`src/inc/dram_cmd_pkg.sv`:
```
// Package for the SDRAM command decoder and power-state controller.
// Assumes a single clock at 125 MHz; the three ns exit delays derive their counts from the period.
package dram_cmd_pkg;

   // ****************************************************************
   // Clock and timing
   // ****************************************************************
   localparam int CLK_PERIOD_PS = 8000;
   localparam int SELF_REFRESH_EXIT_DELAY_NS = 170;
   localparam int SELF_REFRESH_EXIT_DELAY_CYC =
      (SELF_REFRESH_EXIT_DELAY_NS * 1000 + CLK_PERIOD_PS - 1) / CLK_PERIOD_PS;
   localparam int FAST_EXIT_DELAY_NS = 100;
   localparam int FAST_EXIT_DELAY_CYC =
      (FAST_EXIT_DELAY_NS * 1000 + CLK_PERIOD_PS - 1) / CLK_PERIOD_PS;
   localparam int ABORT_EXIT_DELAY_NS = 120;
   localparam int ABORT_EXIT_DELAY_CYC =
      (ABORT_EXIT_DELAY_NS * 1000 + CLK_PERIOD_PS - 1) / CLK_PERIOD_PS;
   localparam int EXIT_TO_LOCKED_DELAY_CYC = 768;
   localparam int BURST_LEN_8_CYC = 4;
   localparam int BURST_CHOP_4_CYC = 2;
   localparam int DLL_OFF_READ_LATENCY = 10;
   localparam int DLL_OFF_WRITE_LATENCY = 9;

   // ****************************************************************
   // Mode register fields
   // ****************************************************************
   localparam logic [2:0] MR0_SEL = 3'h0;
   localparam logic [2:0] MR1_SEL = 3'h1;
   localparam logic [2:0] MR4_SEL = 3'h4;
   localparam int MR1_DLL_ENABLE_BIT = 0;
   localparam int MR0_BURST_LSB = 0;
   localparam int MR4_SR_ABORT_BIT = 9;
   localparam logic [1:0] BURST_FIXED_BL8 = 2'h0;
   localparam logic [1:0] BURST_ON_THE_FLY = 2'h1;
   localparam logic [1:0] BURST_FIXED_BC4 = 2'h2;
   localparam int OTF_BL8_BIT = 12;
   localparam logic [17:0] MR0_RESET = 18'h00000;
   localparam logic [17:0] MR1_RESET = 18'h00001;
   localparam logic [17:0] MR4_RESET = 18'h00000;

   // ****************************************************************
   // Decoded commands and power states
   // ****************************************************************
   typedef enum {
      CMD_DESELECT, CMD_NOP, CMD_MODE_SET, CMD_REFRESH, CMD_PRECHARGE,
      CMD_ACTIVATE, CMD_WRITE, CMD_READ, CMD_ZQ_CAL, CMD_RESERVED
   } cmd_type;

   typedef enum {
      ST_IDLE, ST_ACTIVE, ST_PRECHARGE_PD, ST_ACTIVE_PD, ST_SELF_REFRESH
   } power_state_type;

endpackage

```
`src/dram_down_counter.sv`:
```
// Loadable down counter for one exit or burst delay.
// Assumes synchronous active-low reset and a load pulse from the owner.
`timescale 1ns/1ps
`default_nettype none
module dram_down_counter #(
   parameter int WIDTH = 10
) (
   // Clock and reset
   input  wire logic             clk,
   input  wire logic             rst_n,
   // Control
   input  wire logic             load,
   input  wire logic [WIDTH-1:0] load_value,
   // Status
   output logic                  busy
);

   logic [WIDTH-1:0] count;

   always_ff @(posedge clk) begin
      if (!rst_n) begin
         count <= '0;
      end else if (load) begin
         count <= load_value;
      end else if (count != '0) begin
         count <= count - 1'b1;
      end
   end

   assign busy = (count != '0);

endmodule
`default_nettype wire

```
`src/dram_cmd_power_state_ctrl.sv`:
```
// Command decoder and power-state sequencer of the SDRAM device.
// Assumes pins are synchronous to clk; rst_n stands for the device reset.
`timescale 1ns/1ps
`default_nettype none
module dram_cmd_power_state_ctrl
   import dram_cmd_pkg::*;
#(
   parameter int BANKS = 8,
   parameter int REFRESH_COUNT_WIDTH = 13,
   parameter int EXIT_TO_LOCKED_DELAY = EXIT_TO_LOCKED_DELAY_CYC
) (
   // Clock and reset
   input  wire logic                           clk,
   input  wire logic                           rst_n,
   // Command pins
   input  wire logic                           chip_select_n,
   input  wire logic                           activate_n,
   input  wire logic                           row_strobe_n,
   input  wire logic                           column_strobe_n,
   input  wire logic                           write_enable_n,
   input  wire logic                           clock_enable,
   input  wire logic [1:0]                     bank_group,
   input  wire logic [1:0]                     bank_addr,
   input  wire logic [17:0]                    addr,
   // Power and mode status
   output logic                                power_down,
   output logic                                active_power_down,
   output logic                                self_refresh,
   output logic                                dll_enabled,
   output logic [3:0]                          read_strobe_delay,
   output logic                                latency_ok,
   output logic                                burst_active,
   output logic                                exit_busy,
   output logic                                locked_busy,
   output logic                                refresh_pulse,
   output logic [REFRESH_COUNT_WIDTH-1:0]      refresh_count,
   output logic [2:0]                          row_addr_high,
   output logic                                illegal_cmd
);

   // ****************************************************************
   // Command decode
   // ****************************************************************
   cmd_type         cmd;
   power_state_type state;
   logic            cke_prev;
   logic [BANKS-1:0] bank_open;
   logic [17:0]     mr0;
   logic [17:0]     mr1;
   logic [17:0]     mr4;
   logic            refresh_since_exit;
   logic            exit_load;
   logic            fast_busy;
   logic            burst_load;
   logic [2:0]      burst_cycles;
   logic [9:0]      exit_value;
   logic [3:0]      read_latency;
   logic [2:0]      bank_index;

   assign bank_index = {bank_group[0], bank_addr};

   always_comb begin
      cmd = CMD_RESERVED;
      if (chip_select_n) begin
         cmd = CMD_DESELECT;
      end else if (!activate_n) begin
         cmd = CMD_ACTIVATE;
      end else begin
         case ({row_strobe_n, column_strobe_n, write_enable_n})
            3'h0: cmd = CMD_MODE_SET;
            3'h1: cmd = CMD_REFRESH;
            3'h2: cmd = CMD_PRECHARGE;
            3'h3: cmd = CMD_RESERVED;
            3'h4: cmd = CMD_WRITE;
            3'h5: cmd = CMD_READ;
            3'h6: cmd = CMD_ZQ_CAL;
            3'h7: cmd = CMD_NOP;
            default: cmd = CMD_RESERVED;
         endcase
      end
   end

   // ****************************************************************
   // Clock-enable history and power states
   // ****************************************************************
   always_ff @(posedge clk) begin
      if (!rst_n) begin
         cke_prev <= 1'b0;
      end else begin
         cke_prev <= clock_enable;
      end
   end

   always_ff @(posedge clk) begin
      if (!rst_n) begin
         state <= ST_IDLE;
      end else begin
         case ({cke_prev, clock_enable})
            2'b00: state <= state;
            2'b01: begin
               if (cmd == CMD_DESELECT &&
                   (state == ST_PRECHARGE_PD || state == ST_ACTIVE_PD ||
                    state == ST_SELF_REFRESH)) begin
                  state <= (bank_open != '0) ? ST_ACTIVE : ST_IDLE;
               end
            end
            2'b10: begin
               if (cmd == CMD_REFRESH && state == ST_IDLE &&
                   bank_open == '0 && !burst_active && refresh_since_exit) begin
                  state <= ST_SELF_REFRESH;
               end else if (cmd == CMD_DESELECT || cmd == CMD_REFRESH) begin
                  state <= (bank_open == '0) ? ST_PRECHARGE_PD : ST_ACTIVE_PD;
               end
            end
            2'b11: begin
               if (state == ST_IDLE || state == ST_ACTIVE) begin
                  state <= (bank_open != '0) ? ST_ACTIVE : ST_IDLE;
               end
            end
            default: state <= state;
         endcase
      end
   end

   // ****************************************************************
   // Bank tracking and mode registers
   // ****************************************************************
   logic cmd_live;
   assign cmd_live = cke_prev && clock_enable &&
                     (state == ST_IDLE || state == ST_ACTIVE);

   always_ff @(posedge clk) begin
      if (!rst_n) begin
         bank_open <= '0;
      end else if (cmd_live && cmd == CMD_ACTIVATE) begin
         bank_open[bank_index] <= 1'b1;
      end else if (cmd_live && cmd == CMD_PRECHARGE) begin
         if (addr[10]) begin
            bank_open <= '0;
         end else begin
            bank_open[bank_index] <= 1'b0;
         end
      end
   end

   always_ff @(posedge clk) begin
      if (!rst_n) begin
         mr0 <= MR0_RESET;
         mr1 <= MR1_RESET;
         mr4 <= MR4_RESET;
      end else if (cmd_live && cmd == CMD_MODE_SET) begin
         case ({bank_group[0], bank_addr})
            MR0_SEL: mr0 <= addr;
            MR1_SEL: begin
               if (state == ST_IDLE) begin
                  mr1 <= addr;
               end
            end
            MR4_SEL: mr4 <= addr;
            default: mr0 <= mr0;
         endcase
      end
   end

   // ****************************************************************
   // Burst timing
   // ****************************************************************
   always_comb begin
      burst_cycles = 3'(BURST_LEN_8_CYC);
      case (mr0[MR0_BURST_LSB +: 2])
         BURST_FIXED_BC4: burst_cycles = 3'(BURST_CHOP_4_CYC);
         BURST_ON_THE_FLY: burst_cycles = addr[OTF_BL8_BIT] ?
                                          3'(BURST_LEN_8_CYC) : 3'(BURST_CHOP_4_CYC);
         default: burst_cycles = 3'(BURST_LEN_8_CYC);
      endcase
   end

   assign burst_load = cmd_live && (cmd == CMD_READ || cmd == CMD_WRITE) &&
                       !burst_active;

   logic burst_busy;
   dram_down_counter #(.WIDTH(3)) u_burst (
      .clk       (clk),
      .rst_n     (rst_n),
      .load      (burst_load),
      .load_value(burst_cycles),
      .busy      (burst_busy)
   );

   // ****************************************************************
   // Self-refresh exit delays
   // ****************************************************************
   assign exit_load = (state == ST_SELF_REFRESH) && !cke_prev && clock_enable &&
                      cmd == CMD_DESELECT;
   assign exit_value = mr4[MR4_SR_ABORT_BIT] ? 10'(ABORT_EXIT_DELAY_CYC) :
                       10'(SELF_REFRESH_EXIT_DELAY_CYC);

   logic exit_cnt_busy;
   logic lock_cnt_busy;
   dram_down_counter #(.WIDTH(10)) u_exit (
      .clk       (clk),
      .rst_n     (rst_n),
      .load      (exit_load),
      .load_value(exit_value),
      .busy      (exit_cnt_busy)
   );
   dram_down_counter #(.WIDTH(10)) u_fast (
      .clk       (clk),
      .rst_n     (rst_n),
      .load      (exit_load),
      .load_value(10'(FAST_EXIT_DELAY_CYC)),
      .busy      (fast_busy)
   );
   dram_down_counter #(.WIDTH(12)) u_lock (
      .clk       (clk),
      .rst_n     (rst_n),
      .load      (exit_load),
      .load_value(12'(EXIT_TO_LOCKED_DELAY)),
      .busy      (lock_cnt_busy)
   );

   // ****************************************************************
   // Refresh and self-refresh bookkeeping
   // ****************************************************************
   always_ff @(posedge clk) begin
      if (!rst_n) begin
         refresh_pulse <= 1'b0;
         refresh_count <= '0;
      end else begin
         refresh_pulse <= 1'b0;
         if (exit_load && mr4[MR4_SR_ABORT_BIT]) begin
            refresh_count <= refresh_count;
         end else if ((cmd_live && cmd == CMD_REFRESH && clock_enable) ||
                      (state == ST_SELF_REFRESH && !clock_enable)) begin
            refresh_pulse <= 1'b1;
            refresh_count <= refresh_count + 1'b1;
         end
      end
   end

   always_ff @(posedge clk) begin
      if (!rst_n) begin
         refresh_since_exit <= 1'b1;
      end else if (cmd_live && cmd == CMD_REFRESH) begin
         refresh_since_exit <= 1'b1;
      end else if (exit_load) begin
         refresh_since_exit <= 1'b0;
      end
   end

   // ****************************************************************
   // Status outputs
   // ****************************************************************
   assign read_latency = 4'(DLL_OFF_READ_LATENCY);

   always_ff @(posedge clk) begin
      if (!rst_n) begin
         power_down        <= 1'b0;
         active_power_down <= 1'b0;
         self_refresh      <= 1'b0;
         dll_enabled       <= 1'b1;
         read_strobe_delay <= '0;
         latency_ok        <= 1'b1;
         burst_active      <= 1'b0;
         exit_busy         <= 1'b0;
         locked_busy       <= 1'b0;
         row_addr_high     <= '0;
         illegal_cmd       <= 1'b0;
      end else begin
         power_down        <= (state == ST_PRECHARGE_PD) || (state == ST_ACTIVE_PD);
         active_power_down <= (state == ST_ACTIVE_PD);
         self_refresh      <= (state == ST_SELF_REFRESH);
         dll_enabled       <= mr1[MR1_DLL_ENABLE_BIT];
         read_strobe_delay <= mr1[MR1_DLL_ENABLE_BIT] ? read_latency :
                              read_latency - 4'h1;
         latency_ok        <= mr1[MR1_DLL_ENABLE_BIT] ||
                              (mr0[6:4] == 3'(DLL_OFF_READ_LATENCY - 9) &&
                               DLL_OFF_WRITE_LATENCY == 9);
         burst_active      <= burst_busy || burst_load;
         exit_busy         <= exit_cnt_busy;
         locked_busy       <= lock_cnt_busy;
         if (!chip_select_n && !activate_n) begin
            row_addr_high <= {row_strobe_n, column_strobe_n, write_enable_n};
         end
         illegal_cmd       <= (exit_cnt_busy && cmd != CMD_DESELECT &&
                               !(fast_busy == 1'b0 && (cmd == CMD_ZQ_CAL ||
                                 cmd == CMD_MODE_SET))) ||
                              (cmd == CMD_NOP);
      end
   end

endmodule
`default_nettype wire

```
`config.mk`:
```
export PLATFORM = sky130hd
export DESIGN_NAME = dram_cmd_power_state_ctrl
export DESIGN_NICKNAME = d
export VERILOG_FILES = /design/src/inc/dram_cmd_pkg.sv /design/src/dram_down_counter.sv /design/src/dram_cmd_power_state_ctrl.sv
export SDC_FILE = /design/constraint.sdc
export NUM_CORES = 1
export LEC_CHECK = 0
export BUFFER_PORTS_ARGS = -buffer_cell sky130_fd_sc_hd__buf_2
export CORE_AREA = 5 5 105 107
export CTS_BUF_LIST = sky130_fd_sc_hd__clkbuf_16
export DETAILED_ROUTE_END_ITERATION = 8
export DIE_AREA = 0 0 110 112
export PLACE_DENSITY = 0.69
export SLEW_MARGIN = 5
export SYNTH_ARGS = -nofsm -noshare
export SYNTH_HDL_FRONTEND = slang
export SYNTH_HIERARCHICAL = 1
export SYNTH_SLANG_ARGS = --single-unit
```
`constraint.sdc`:
```
create_clock -name clk -period 2.9 [get_ports clk]
set_input_delay 0.58 -clock clk [delete_from_list [all_inputs] [get_ports clk]]
set_output_delay 0.58 -clock clk [all_outputs]
set_load 0.03 [all_outputs]
```
# After elaboration in Yosys (flattened, before gate mapping)
# Memory sizes are Yosys's and may differ from the RTL's.
# Index checks and enable logic that the tools add are counted.
dict set report totals {
  mem_count 1
  ff_bits 125
  in_bits 30
  wordCells 155
  out_inout_bits 30
  mem_bits_ro 32
}
dict set report op_classes {
  muxes 27
  reduce_logical 64
  n_eq_ne 23
  addsub 5
  n_lt_le_gt_ge 2
  n_bitwise 7
}
# name words word_bits read_ports rd_clocked_by_memory_dff wr line_no
set mem_list {}
lappend mem_list {{(no name shown)} 8 4 1 0 0 dram_cmd_power_state_ctrl.sv:69} ;# case ({row_strobe_n, column_strobe_n, write_enable_n})
# operator count
set ops {}
lappend ops {{two-way mux 32 bit} 6}
lappend ops {{equality test 32 x 4 -> 1 bit (second input constant)} 5}
lappend ops {{equality test 32 x 3 -> 1 bit (second input constant)} 4}
lappend ops {{case mux 32 bit (3 select lines)} 1}
lappend ops {{equality test 32 x 2 -> 1 bit (second input constant)} 2}
lappend ops {{logical NOT 32 bit} 2}
lappend ops {{two-way mux 10 bit} 4}
lappend ops {{equality test 32 x 5 -> 1 bit (second input constant)} 1}
lappend ops {{nonzero test 32 bit} 1}
lappend ops {{logical AND 1 bit} 24}
lappend ops {{two-way mux 8 bit} 3}
lappend ops {{nonzero test 10 bit} 2}
lappend ops {{subtractor 10 x 1 -> 10 bit (second input constant)} 2}
lappend ops {{adder 13 x 1 -> 13 bit (second input constant)} 1}
lappend ops {{nonzero test 12 bit} 1}
lappend ops {{subtractor 12 x 1 -> 12 bit (second input constant)} 1}
lappend ops {{logical OR 1 bit} 10}
lappend ops {{nonzero test 2 bit} 5}
lappend ops {{two-way mux 3 bit} 3}
lappend ops {{bitwise AND 8 bit} 1}
lappend ops {{logical NOT 8 bit} 1}
lappend ops {{two-way mux 4 bit} 2}
lappend ops {{NOT 8 bit} 1}
lappend ops {{OR 8 bit} 1}
lappend ops {{24 further kinds} 44}

# Logic depth before layout (Yosys ltp)
# Gate-level depths: netlist of the first run.
# An unclocked memory read counts as a cell.
dict set report depth {
  depth_word 10
  depth_mapped 9
  ltp_nobuf 8
}

# By module
# Netlist of the first run, hierarchy kept.
# mod cells_each area_each_um2 n_inst seq_area_each_um2
set modules_own_cells {}
lappend modules_own_cells {dram_cmd_power_state_ctrl 267 2288.4 1 980.9}
lappend modules_own_cells {{dram_down_counter at u_exit ...} 67 575.6 2 200.2}
lappend modules_own_cells {{dram_down_counter at u_lock} 85 699.4 1 240.2}
lappend modules_own_cells {{dram_down_counter at u_burst} 21 201.4 1 60.1}

# Least setup slack after synthesis of the first run
# OpenSTA, ideal clock, no wires.
dict set report synth_path {
  kind {input -> register}
  from {input port column_strobe_n}
  to {register u_burst.count[0]}
  n_path_buf 0
  slack_ns 0.628
  setup_time_ns 0.112
  t_arrival_ns 2.160
  stages 4
  cell_sequence {or3b_4 > nor4b_1 > nor2b_1 > a2111oi_1}
}
dict set report synth_via {
  elab_chain_cells 8
}
# item line_no
set synth_rtl {}
lappend synth_rtl {{start, declared} dram_cmd_power_state_ctrl.sv:19} ;# input wire logic column_strobe_n,
lappend synth_rtl {{memory (8 x 4 bit) (*)} --}
lappend synth_rtl {{two-way mux 32 bit (*)} dram_cmd_power_state_ctrl.sv:66} ;# end else if (!activate_n) begin
lappend synth_rtl {{two-way mux 32 bit (*)} dram_cmd_power_state_ctrl.sv:64} ;# if (chip_select_n) begin
lappend synth_rtl {{equality test 32 x 4 -> 1 bit} dram_cmd_power_state_ctrl.sv:178} ;# assign burst_load = cmd_live && (cmd == CMD_READ || cmd == CMD_WRITE) &&
lappend synth_rtl {{logical OR 1 bit (*)} dram_cmd_power_state_ctrl.sv:178}
lappend synth_rtl {{logical AND 1 bit (*) (2 in a row)} dram_cmd_power_state_ctrl.sv:178}
lappend synth_rtl {{via burst_load} dram_cmd_power_state_ctrl.sv:54} ;# logic burst_load;
lappend synth_rtl {{two-way mux 3 bit / nonzero test 2 bit (equally long branches)} --}
lappend synth_rtl {{end signal, assigned} dram_down_counter.sv:24} ;# count <= load_value;
lappend synth_rtl {{end signal, assigned} dram_down_counter.sv:26} ;# count <= count - 1'b1;
lappend synth_rtl {{end, declared} dram_down_counter.sv:18} ;# logic [WIDTH-1:0] count;
# The timed path passes the listed nets; every way through them passes the cells marked *.
# A chain may end at the register's enable or synchronous reset.

# Worst setup path after layout of the first run
dict set report layout_path {
  from {register u_exit.count[0]}
  to {register illegal_cmd}
}
dict set report layout_via {
  elab_chain_cells 4
}
# item line_no
set layout_rtl {}
lappend layout_rtl {{start, declared} dram_down_counter.sv:18}
lappend layout_rtl {{start signal, assigned} dram_down_counter.sv:24}
lappend layout_rtl {{start signal, assigned} dram_down_counter.sv:26}
lappend layout_rtl {{nonzero test 10 bit} dram_down_counter.sv:30} ;# assign busy = (count != '0);
lappend layout_rtl {{via exit_cnt_busy} dram_cmd_power_state_ctrl.sv:198} ;# logic exit_cnt_busy;
lappend layout_rtl {{logical AND 1 bit (2 in a row)} dram_cmd_power_state_ctrl.sv:285} ;# illegal_cmd <= (exit_cnt_busy && cmd != CMD_DESELECT &&
lappend layout_rtl {{logical OR 1 bit} dram_cmd_power_state_ctrl.sv:287} ;# cmd == CMD_MODE_SET))) ||
lappend layout_rtl {{end signal, assigned} dram_cmd_power_state_ctrl.sv:285}
lappend layout_rtl {{end, declared} dram_cmd_power_state_ctrl.sv:38} ;# output logic illegal_cmd
# The timed path passes the listed nets, and every way through them passes these cells.

==> flow_summary.json, run 1 <==
{
  "grt_overflow": 0,
  "worstHoldStart": "mr1[0]",
  "maxCapViolations": 0,
  "nets": 610,
  "cts_tree": "yes",
  "startpoint_type": "register",
  "p_clk_share_pct": 26.1,
  "peakVddDrop_mv": 0.3539,
  "synthArstFlopShare_pct": 0,
  "gp_congestion": 0.8002,
  "clk_pin_slew_ns": 0.06,
  "dr_total_vias": 3791,
  "worstPathArrival_ns": 2.54,
  "finalPower_mw": 4.115,
  "route.detailed.drc": 0,
  "cts_resized": 0,
  "rsz0062_at_grt": "no",
  "io_pins": 60,
  "ys_warn_count": 6,
  "r2r_start": "u_exit/count[0]",
  "finalWirelength_um": 9339,
  "crit_type": "register to register",
  "synth_edf_count": 0,
  "worstSkewPairLatency_ns": 0.34,
  "coreArea_um2": 10050,
  "firstDrtPassIters": 4,
  "syn_area_um2": 4340,
  "skew_ns": 0.01408,
  "rows": 37,
  "grt_pass1_wl_um": 16510,
  "synth_seq_cells": 84,
  "cts-htree-levels": 3,
  "holdPathStages": 1,
  "hold_viol": 0,
  "ff2ff_path_depth": 8,
  "slew_violations": 0,
  "syn_avg_cell_area_um2": 8.561,
  "outcome": "completed",
  "die-width_um": 110,
  "post_drt_wl_per_cell_um": 13.12,
  "regToRegSetupSlack_ns": 0.57,
  "via_per_inst": 5.324,
  "die_h_um": 112,
  "utilization_pct": 50.17,
  "dp_hpwl_um": 6658,
  "max_freq_ghz": 0.4301,
  "grt_pass1_vias": 3606,
  "drtIter0Drc": 233,
  "relSlewSlack_pct": 51.87,
  "finalCritPeriodShare_pct": 80.17,
  "antenna_left": 0,
  "critPathRequiredTime_ns": 3.12,
  "min_period_ns": 2.325,
  "dominantRegCellSynth": "dfxtp_1",
  "synth.distinct_cells": 69,
  "power_frac_seq_pct": 38.5,
  "port_buffers": 47,
  "hold_end": "read_strobe_delay[0]",
  "worstPathMaxFanout": 8,
  "ys_seq_area_share_pct": 38.74,
  "cp_num_buf_inv": 2,
  "timing.rr.end": "illegal_cmd",
  "worstSetupEndpointType": "register",
  "cts_max_path_buffers": 2,
  "areaGrowthSynthToFinish_pct": 16.11,
  "max_stage_delay_ns": 0.61,
  "clkSinkCount": 84,
  "drive_gt1_share_pct": 16.15,
  "p_comb_share_pct": 35.4,
  "grt_usage_pct": 16.42,
  "worst_slew_pin_slew_ns": 0.7165,
  "crit_family": "simple AND/OR/NAND/NOR gates",
  "antenna_found_initial": 0,
  "hold_class": "register to register",
  "p_leak_nw": 1.977,
  "crit_path_frequent_cell": "inv_1",
  "fin_tns_setup_ns": 0,
  "p_sw_mw": 1.488,
  "start_util_pct": 43.21,
  "p_per_area_nw_per_um2": 816.6,
  "cts_setup_buffers": 0,
  "die_area_um2": 12320,
  "setup_viol": 0,
  "cts_buffers": 9,
  "swShare_pct": 36.15,
  "root_buffer": "clkbuf_16",
  "grt_max_degree": 50,
  "hold_buffers": 0,
  "crit_chain": "inv_1, ha_1, or4b_1, nor3_4, inv_1, a31o_2, a22oi_1, nor3_1",
  "n_antenna_cell": 0,
  "slowest_stage": "or4b_1",
  "intPower_mw": 2.628,
  "synthCells": 507
}
[metal layers]
metal	vias up	GRT usage [%]	share of wire (%)
li1	1940	-	-
met1	1772	21.26	46
met2	72	25.57	48
met3	7	4.928	5.1
met4	0	6.151	1.2
met5	-	0	0
[power groups by stage]
stage	Clock [mW]	Sequential (mW)	Combinational, mW
floorplan	0	1.61	1.19
global placement	0	1.60	1.42
detailed placement	0	1.61	1.46
CTS	1.11	1.58	1.47
global route	1.15	1.62	1.65
finish	1.07	1.59	1.46
[layout make-up]
type | count | area, µm²
well taps | 136 | 170.2
inverters | 30 | 112.6
clock inverters | 7 | 51.30
fillers | 985 | 5006
flip-flops and latches | 84 | 1682
clock buffers | 9 | 225.2
repair buffers | 53 | 280.3
multi-input cells | 393 | 2519
[synthesized netlist by cell type (3+ instances only)]
library cell / number / area (µm²)
a21oi_1: 36 / 180.2
a31o_2: 3 / 26.28
a31oi_1: 3 / 18.77
a32o_1: 4 / 40.04
and2_1: 6 / 37.54
buf_2: 4 / 20.02
clkbuf_1: 19 / 71.32
dfxtp_1: 84 / 1682
ha_1: 9 / 112.6
inv_1: 29 / 108.9
mux2i_1: 11 / 110.1
nand2_1: 33 / 123.9
nand2b_1: 5 / 31.28
nand3_1: 26 / 130.1
nand4_1: 9 / 56.30
nor2_1: 36 / 135.1
nor2b_1: 8 / 50.05
nor3_1: 11 / 55.05
nor3b_1: 6 / 45.04
nor4_1: 10 / 62.56
nor4_2: 3 / 37.54
nor4b_1: 3 / 26.28
o211ai_1: 4 / 30.03
o21ai_0: 27 / 135.1
o21ai_1: 9 / 45.04
o31ai_1: 13 / 97.59
or3_1: 5 / 31.28
or4_1: 11 / 82.58
or4b_1: 6 / 60.06
xnor2_1: 10 / 87.58
xor2_1: 6 / 52.55
[per-stage QoR]
step           hold WS [ns]  setup slack, ns  cells  cell area, µm²
4_1_cts              0.4480           0.5554    712            5040
6_report             0.4422           0.5749    712            5040
2_1_floorplan        0.4124           0.6283    536            4449
3_5_place_dp         0.4401           0.4257    696            4763
3_3_place_gp         0.4320           0.4740    696            4763
5_1_grt              0.4648           0.4151    712            5040
[placed cells by master (no fill, tap or decap), types with 8 or more instances in the layout]
master     instances
mux2i_1           11
nand4_1            9
nor3_1            11
inv_1             29
conb_1            31
or4_1             11
o31ai_1           13
a21oi_1           36
nand3_1           26
clkbuf_16          9
nor2b_1            8
nand2_1           33
nor4_1            10
dfxtp_1           84
nor2_1            36
o21ai_0           27
o21ai_1            9
buf_2             47
ha_1               9
xnor2_1           10
[registers in the layout, summed over array words and instances, names as in the netlist, 3 cells and up]
signal,flops
refresh_count,13
u_lock/count,12
u_exit/count,10
u_fast/count,10
bank_open,8
mr0,5
read_strobe_delay,3
row_addr_high,3
state,3
u_burst/count,3
[worst max path at each step]
| stage | from | to | slack (ns) | cells past startpoint |
|---|---|---|---|---|
| floorplan | column_strobe_n | u_burst/count[0] | 0.63 | 4 |
| global placement | clock_enable | refresh_count[11] | 0.47 | 5 |
| detailed placement | clock_enable | refresh_count[9] | 0.43 | 5 |
| CTS | u_exit/count[0] | illegal_cmd | 0.56 | 8 |
| global route | u_exit/count[0] | illegal_cmd | 0.42 | 8 |
| finish | u_exit/count[0] | illegal_cmd | 0.57 | 8 |
[worst register-to-register path, cell delays in order (launching register included)]
cell and delay [ns]:
dfxtp_1 0.34, inv_1 0.07, ha_1 0.19, or4b_1 0.61, nor3_4 0.39, inv_1 0.17, a31o_2 0.24, a22oi_1 0.15
nor3_1 0.06
[logic make-up after synthesis]
| group | count (synthesis) | share of synthesized area, % |
|---|---|---|
| buf+inv | 59 | 5.736 |
| simple gates | 205 | 28.80 |
| xor+xnor | 16 | 3.228 |
| other cells | 2 | 0.1730 |
| mux | 13 | 3.056 |
| flops | 84 | 38.74 |
| compound gates | 119 | 17.67 |
| fa+ha+maj | 9 | 2.594 |
(Power assumes the default switching activity.)
==> inputs of run 2 (changes only) <==
--- a/config.mk
+++ b/config.mk
@@ -5,12 +5,13 @@
 export SDC_FILE = /design/constraint.sdc
 export NUM_CORES = 1
 export LEC_CHECK = 0
+export ABC_AREA = 1
 export BUFFER_PORTS_ARGS = -buffer_cell sky130_fd_sc_hd__buf_2
-export CORE_AREA = 5 5 105 107
+export CORE_AREA = 5 5 111 113
 export CTS_BUF_LIST = sky130_fd_sc_hd__clkbuf_16
 export DETAILED_ROUTE_END_ITERATION = 8
-export DIE_AREA = 0 0 110 112
-export PLACE_DENSITY = 0.69
+export DIE_AREA = 0 0 116 118
+export PLACE_DENSITY = 0.7
 export SLEW_MARGIN = 5
 export SYNTH_ARGS = -nofsm -noshare
 export SYNTH_HDL_FRONTEND = slang
==> constraint.sdc (replaced) <==
create_clock -name clk -period 1.95 [get_ports clk]
set_input_delay 0.39 -clock clk [delete_from_list [all_inputs] [get_ports clk]]
set_output_delay 0.39 -clock clk [all_outputs]
set_load 0.03 [all_outputs]
==> flow_summary.json, run 2 <==
{
  "start_util_pct": 43.48,
  "synthArstFlopShare_pct": 0,
  "fillerInstances": 1148,
  "root_buffer": "clkbuf_16",
  "via_per_inst": 4.681,
  "route.detailed.drc": 0,
  "die-width_um": 116,
  "synth.distinct_cells": 41,
  "die_area_um2": 13690,
  "dominantRegCellSynth": "dfxtp_1",
  "finalPower_mw": 6.987,
  "post_drt_wl_per_cell_um": 10.90,
  "synthCells": 725,
  "finalWirelength_um": 10460,
  "largest_register_ffs": 13,
  "maxCapViolations": 0,
  "grt_usage_pct": 16.27,
  "setup_viol": 0,
  "clkSinkCount": 84,
  "dp_hpwl_um": 7874,
  "synthMuxAreaShare_pct": 0,
  "drive_gt1_share_pct": 18.38,
  "holdPathStages": 3,
  "antenna_found_initial": 0,
  "use_met3_pct": 3.753,
  "cts_tree": "yes",
  "reg_top3": "refresh_count (13), u_lock/count (12)",
  "dr_total_vias": 4489,
  "worstPathMaxFanout": 11,
  "worstPathArrival_ns": 1.90,
  "grtUsageMet2_pct": 26.15,
  "min_period_ns": 1.662,
  "synth_edf_count": 0,
  "port_buffers": 47,
  "io_pins": 60,
  "synth_seq_cells": 84,
  "cts_setup_buffers": 0,
  "registers.top_by_ff_count": "refresh_count",
  "grt_pass1_vias": 4258,
  "cts-htree-levels": 3,
  "antenna_left": 0,
  "slew_violations": 0,
  "max_freq_ghz": 0.6015,
  "cts_max_path_buffers": 2,
  "clk_pin_slew_ns": 0.06,
  "startpoint_type": "register",
  "synth_simple_gate_area_share_pct": 39.33,
  "dpl_cell_area_um2": 5419,
  "hold_buffers": 0,
  "rsz0062_at_grt": "no",
  "die_h_um": 118,
  "grt_overflow": 0,
  "fin_area_um2": 5734,
  "final_cell_mix": "nand2_1, nor2_1, inv_1",
  "grt_pass1_wl_um": 18570,
  "rows": 39,
  "synth_compound_area_share_pct": 11.00,
  "worstSkewPairLatency_ns": 0.34,
  "fin_tns_setup_ns": 0,
  "ff2ff_path_depth": 11,
  "p_leak_nw": 2.685,
  "synth_xor_area_share_pct": 3.410,
  "yosys-top-cells-area": "dfxtp_1, nand2_1, nor2_1",
  "hold-worst-slack_ns": 0.2809,
  "nets": 851,
  "grt_max_degree": 23,
  "outcome": "completed",
  "finalCritPeriodShare_pct": 85.25,
  "synthAdderAreaFrac_pct": 2.308,
  "synth_top_area_share_pct": 34.46,
  "drtIter0Drc": 223,
  "skew_ns": 0.006011,
  "crit_type": "register to register",
  "p_per_area_nw_per_um2": 1218,
  "netlist_top_cells_count": "nand2_1, nor2_1, inv_1",
  "syn_avg_cell_area_um2": 6.731,
  "firstDrtPassIters": 5,
  "hold_class": "primary input to register",
  "gp_congestion": 0.8520,
  "synth_top_family_by_area": "simple AND/OR/NAND/NOR gates",
  "hold_viol": 0,
  "synth_most_common_cell": "nand2_1",
  "ys_seq_area_share_pct": 34.46,
  "worstSetupEndpointType": "register",
  "ys_warn_count": 6,
  "final_common_cell": "nand2_1",
  "critPathRequiredTime_ns": 2.19,
  "cts_buffers": 9,
  "n_antenna_cell": 0,
  "yosysTopAreaCell": "dfxtp_1",
  "syn_area_um2": 4880,
  "peakVddDrop_mv": 0.5772,
  "cts_resized": 0,
  "grt_use_met1_pct": 21.07,
  "areaGrowthSynthToFinish_pct": 17.51,
  "grt_busiest_layer": "met2",
  "coreArea_um2": 11220
}
run 2: cell count changes in the layout (fill, tap and decap cells not counted), moves of 11 or more:
cell	change
inv_1	+59
mux2i_1	-11
nand2_1	+123
nand2_2	+17
nand3_1	+31
nor2_1	+83
nor2_4	+11
o31ai_1	-12
or4_1	-11
run 2: report_power, final:
part	leakage [nW]	internal (mW)	total (mW)	switching [mW]
logic	1.85	1.11	2.90	1.79
clock network	0.151	1.12	1.81	0.693
registers	0.687	2.02	2.27	0.258
run 2: final timing paths:
check / start / end / slack [ns]
setup reg to reg: state[0] / u_exit/count[1] / 0.29
hold reg to reg: bank_open[0] / bank_open[0] / 0.47
hold / removal: clock_enable / cke_prev / 0.28
setup / recovery: state[0] / u_exit/count[1] / 0.29
run 2: critical path, cell delays in order, from the launching register on:
cell	delay [ns]
dfxtp_1	0.34
nor2_1	0.14
nand2_1	0.10
inv_1	0.08
nand3_1	0.08
inv_1	0.22
buf_4	0.23
nor2_1	0.05
a21oi_1	0.16
nand2_2	0.06
nand2_1	0.05
nor2_1	0.04
run 2: per-stage QoR:
| step | cells | util [%] | worst slack, ns |
|---|---|---|---|
| floorplan | 754 | - | 0.1227 |
| global placement | 944 | 48.28 | 0.1632 |
| detailed placement | 944 | 48.28 | 0.1163 |
| CTS | 959 | 51.09 | 0.2597 |
| global route | 959 | 51.09 | 0.02800 |
| finish | 959 | 51.09 | 0.2875 |
run 2: final cells by class:
| cell class | count | area (µm²) | share of cell area, % |
|---|---|---|---|
| tap | 143 | 178.9 | 3.120 |
| inverter | 95 | 359.1 | 6.262 |
| clock buffer | 9 | 225.2 | 3.928 |
| timing repair buffer | 62 | 347.8 | 6.066 |
| clock inverter | 6 | 90.09 | 1.571 |
| sequential | 84 | 1682 | 29.33 |
| multi-input combinational | 560 | 2851 | 49.73 |
run 2: kinds of logic (layout without fill, tap and decap cells):
kind of cell | after synthesis | after routing
AND/OR/NAND/NOR | 408 | 408
buffers and inverters | 110 | 172
AO/OA/AOI/OAI | 93 | 93
flip-flops | 84 | 84
XOR/XNOR | 19 | 19
adder cells (fa/ha/maj) | 9 | 9
other | 2 | 31
run 2: routing by layer:
metal  vias up  part of all wire, %
li1       2446                    -
met1      1955                   48
met2        75                   46
met3        13                  4.5
met4         0                  1.6
met5         -                    0
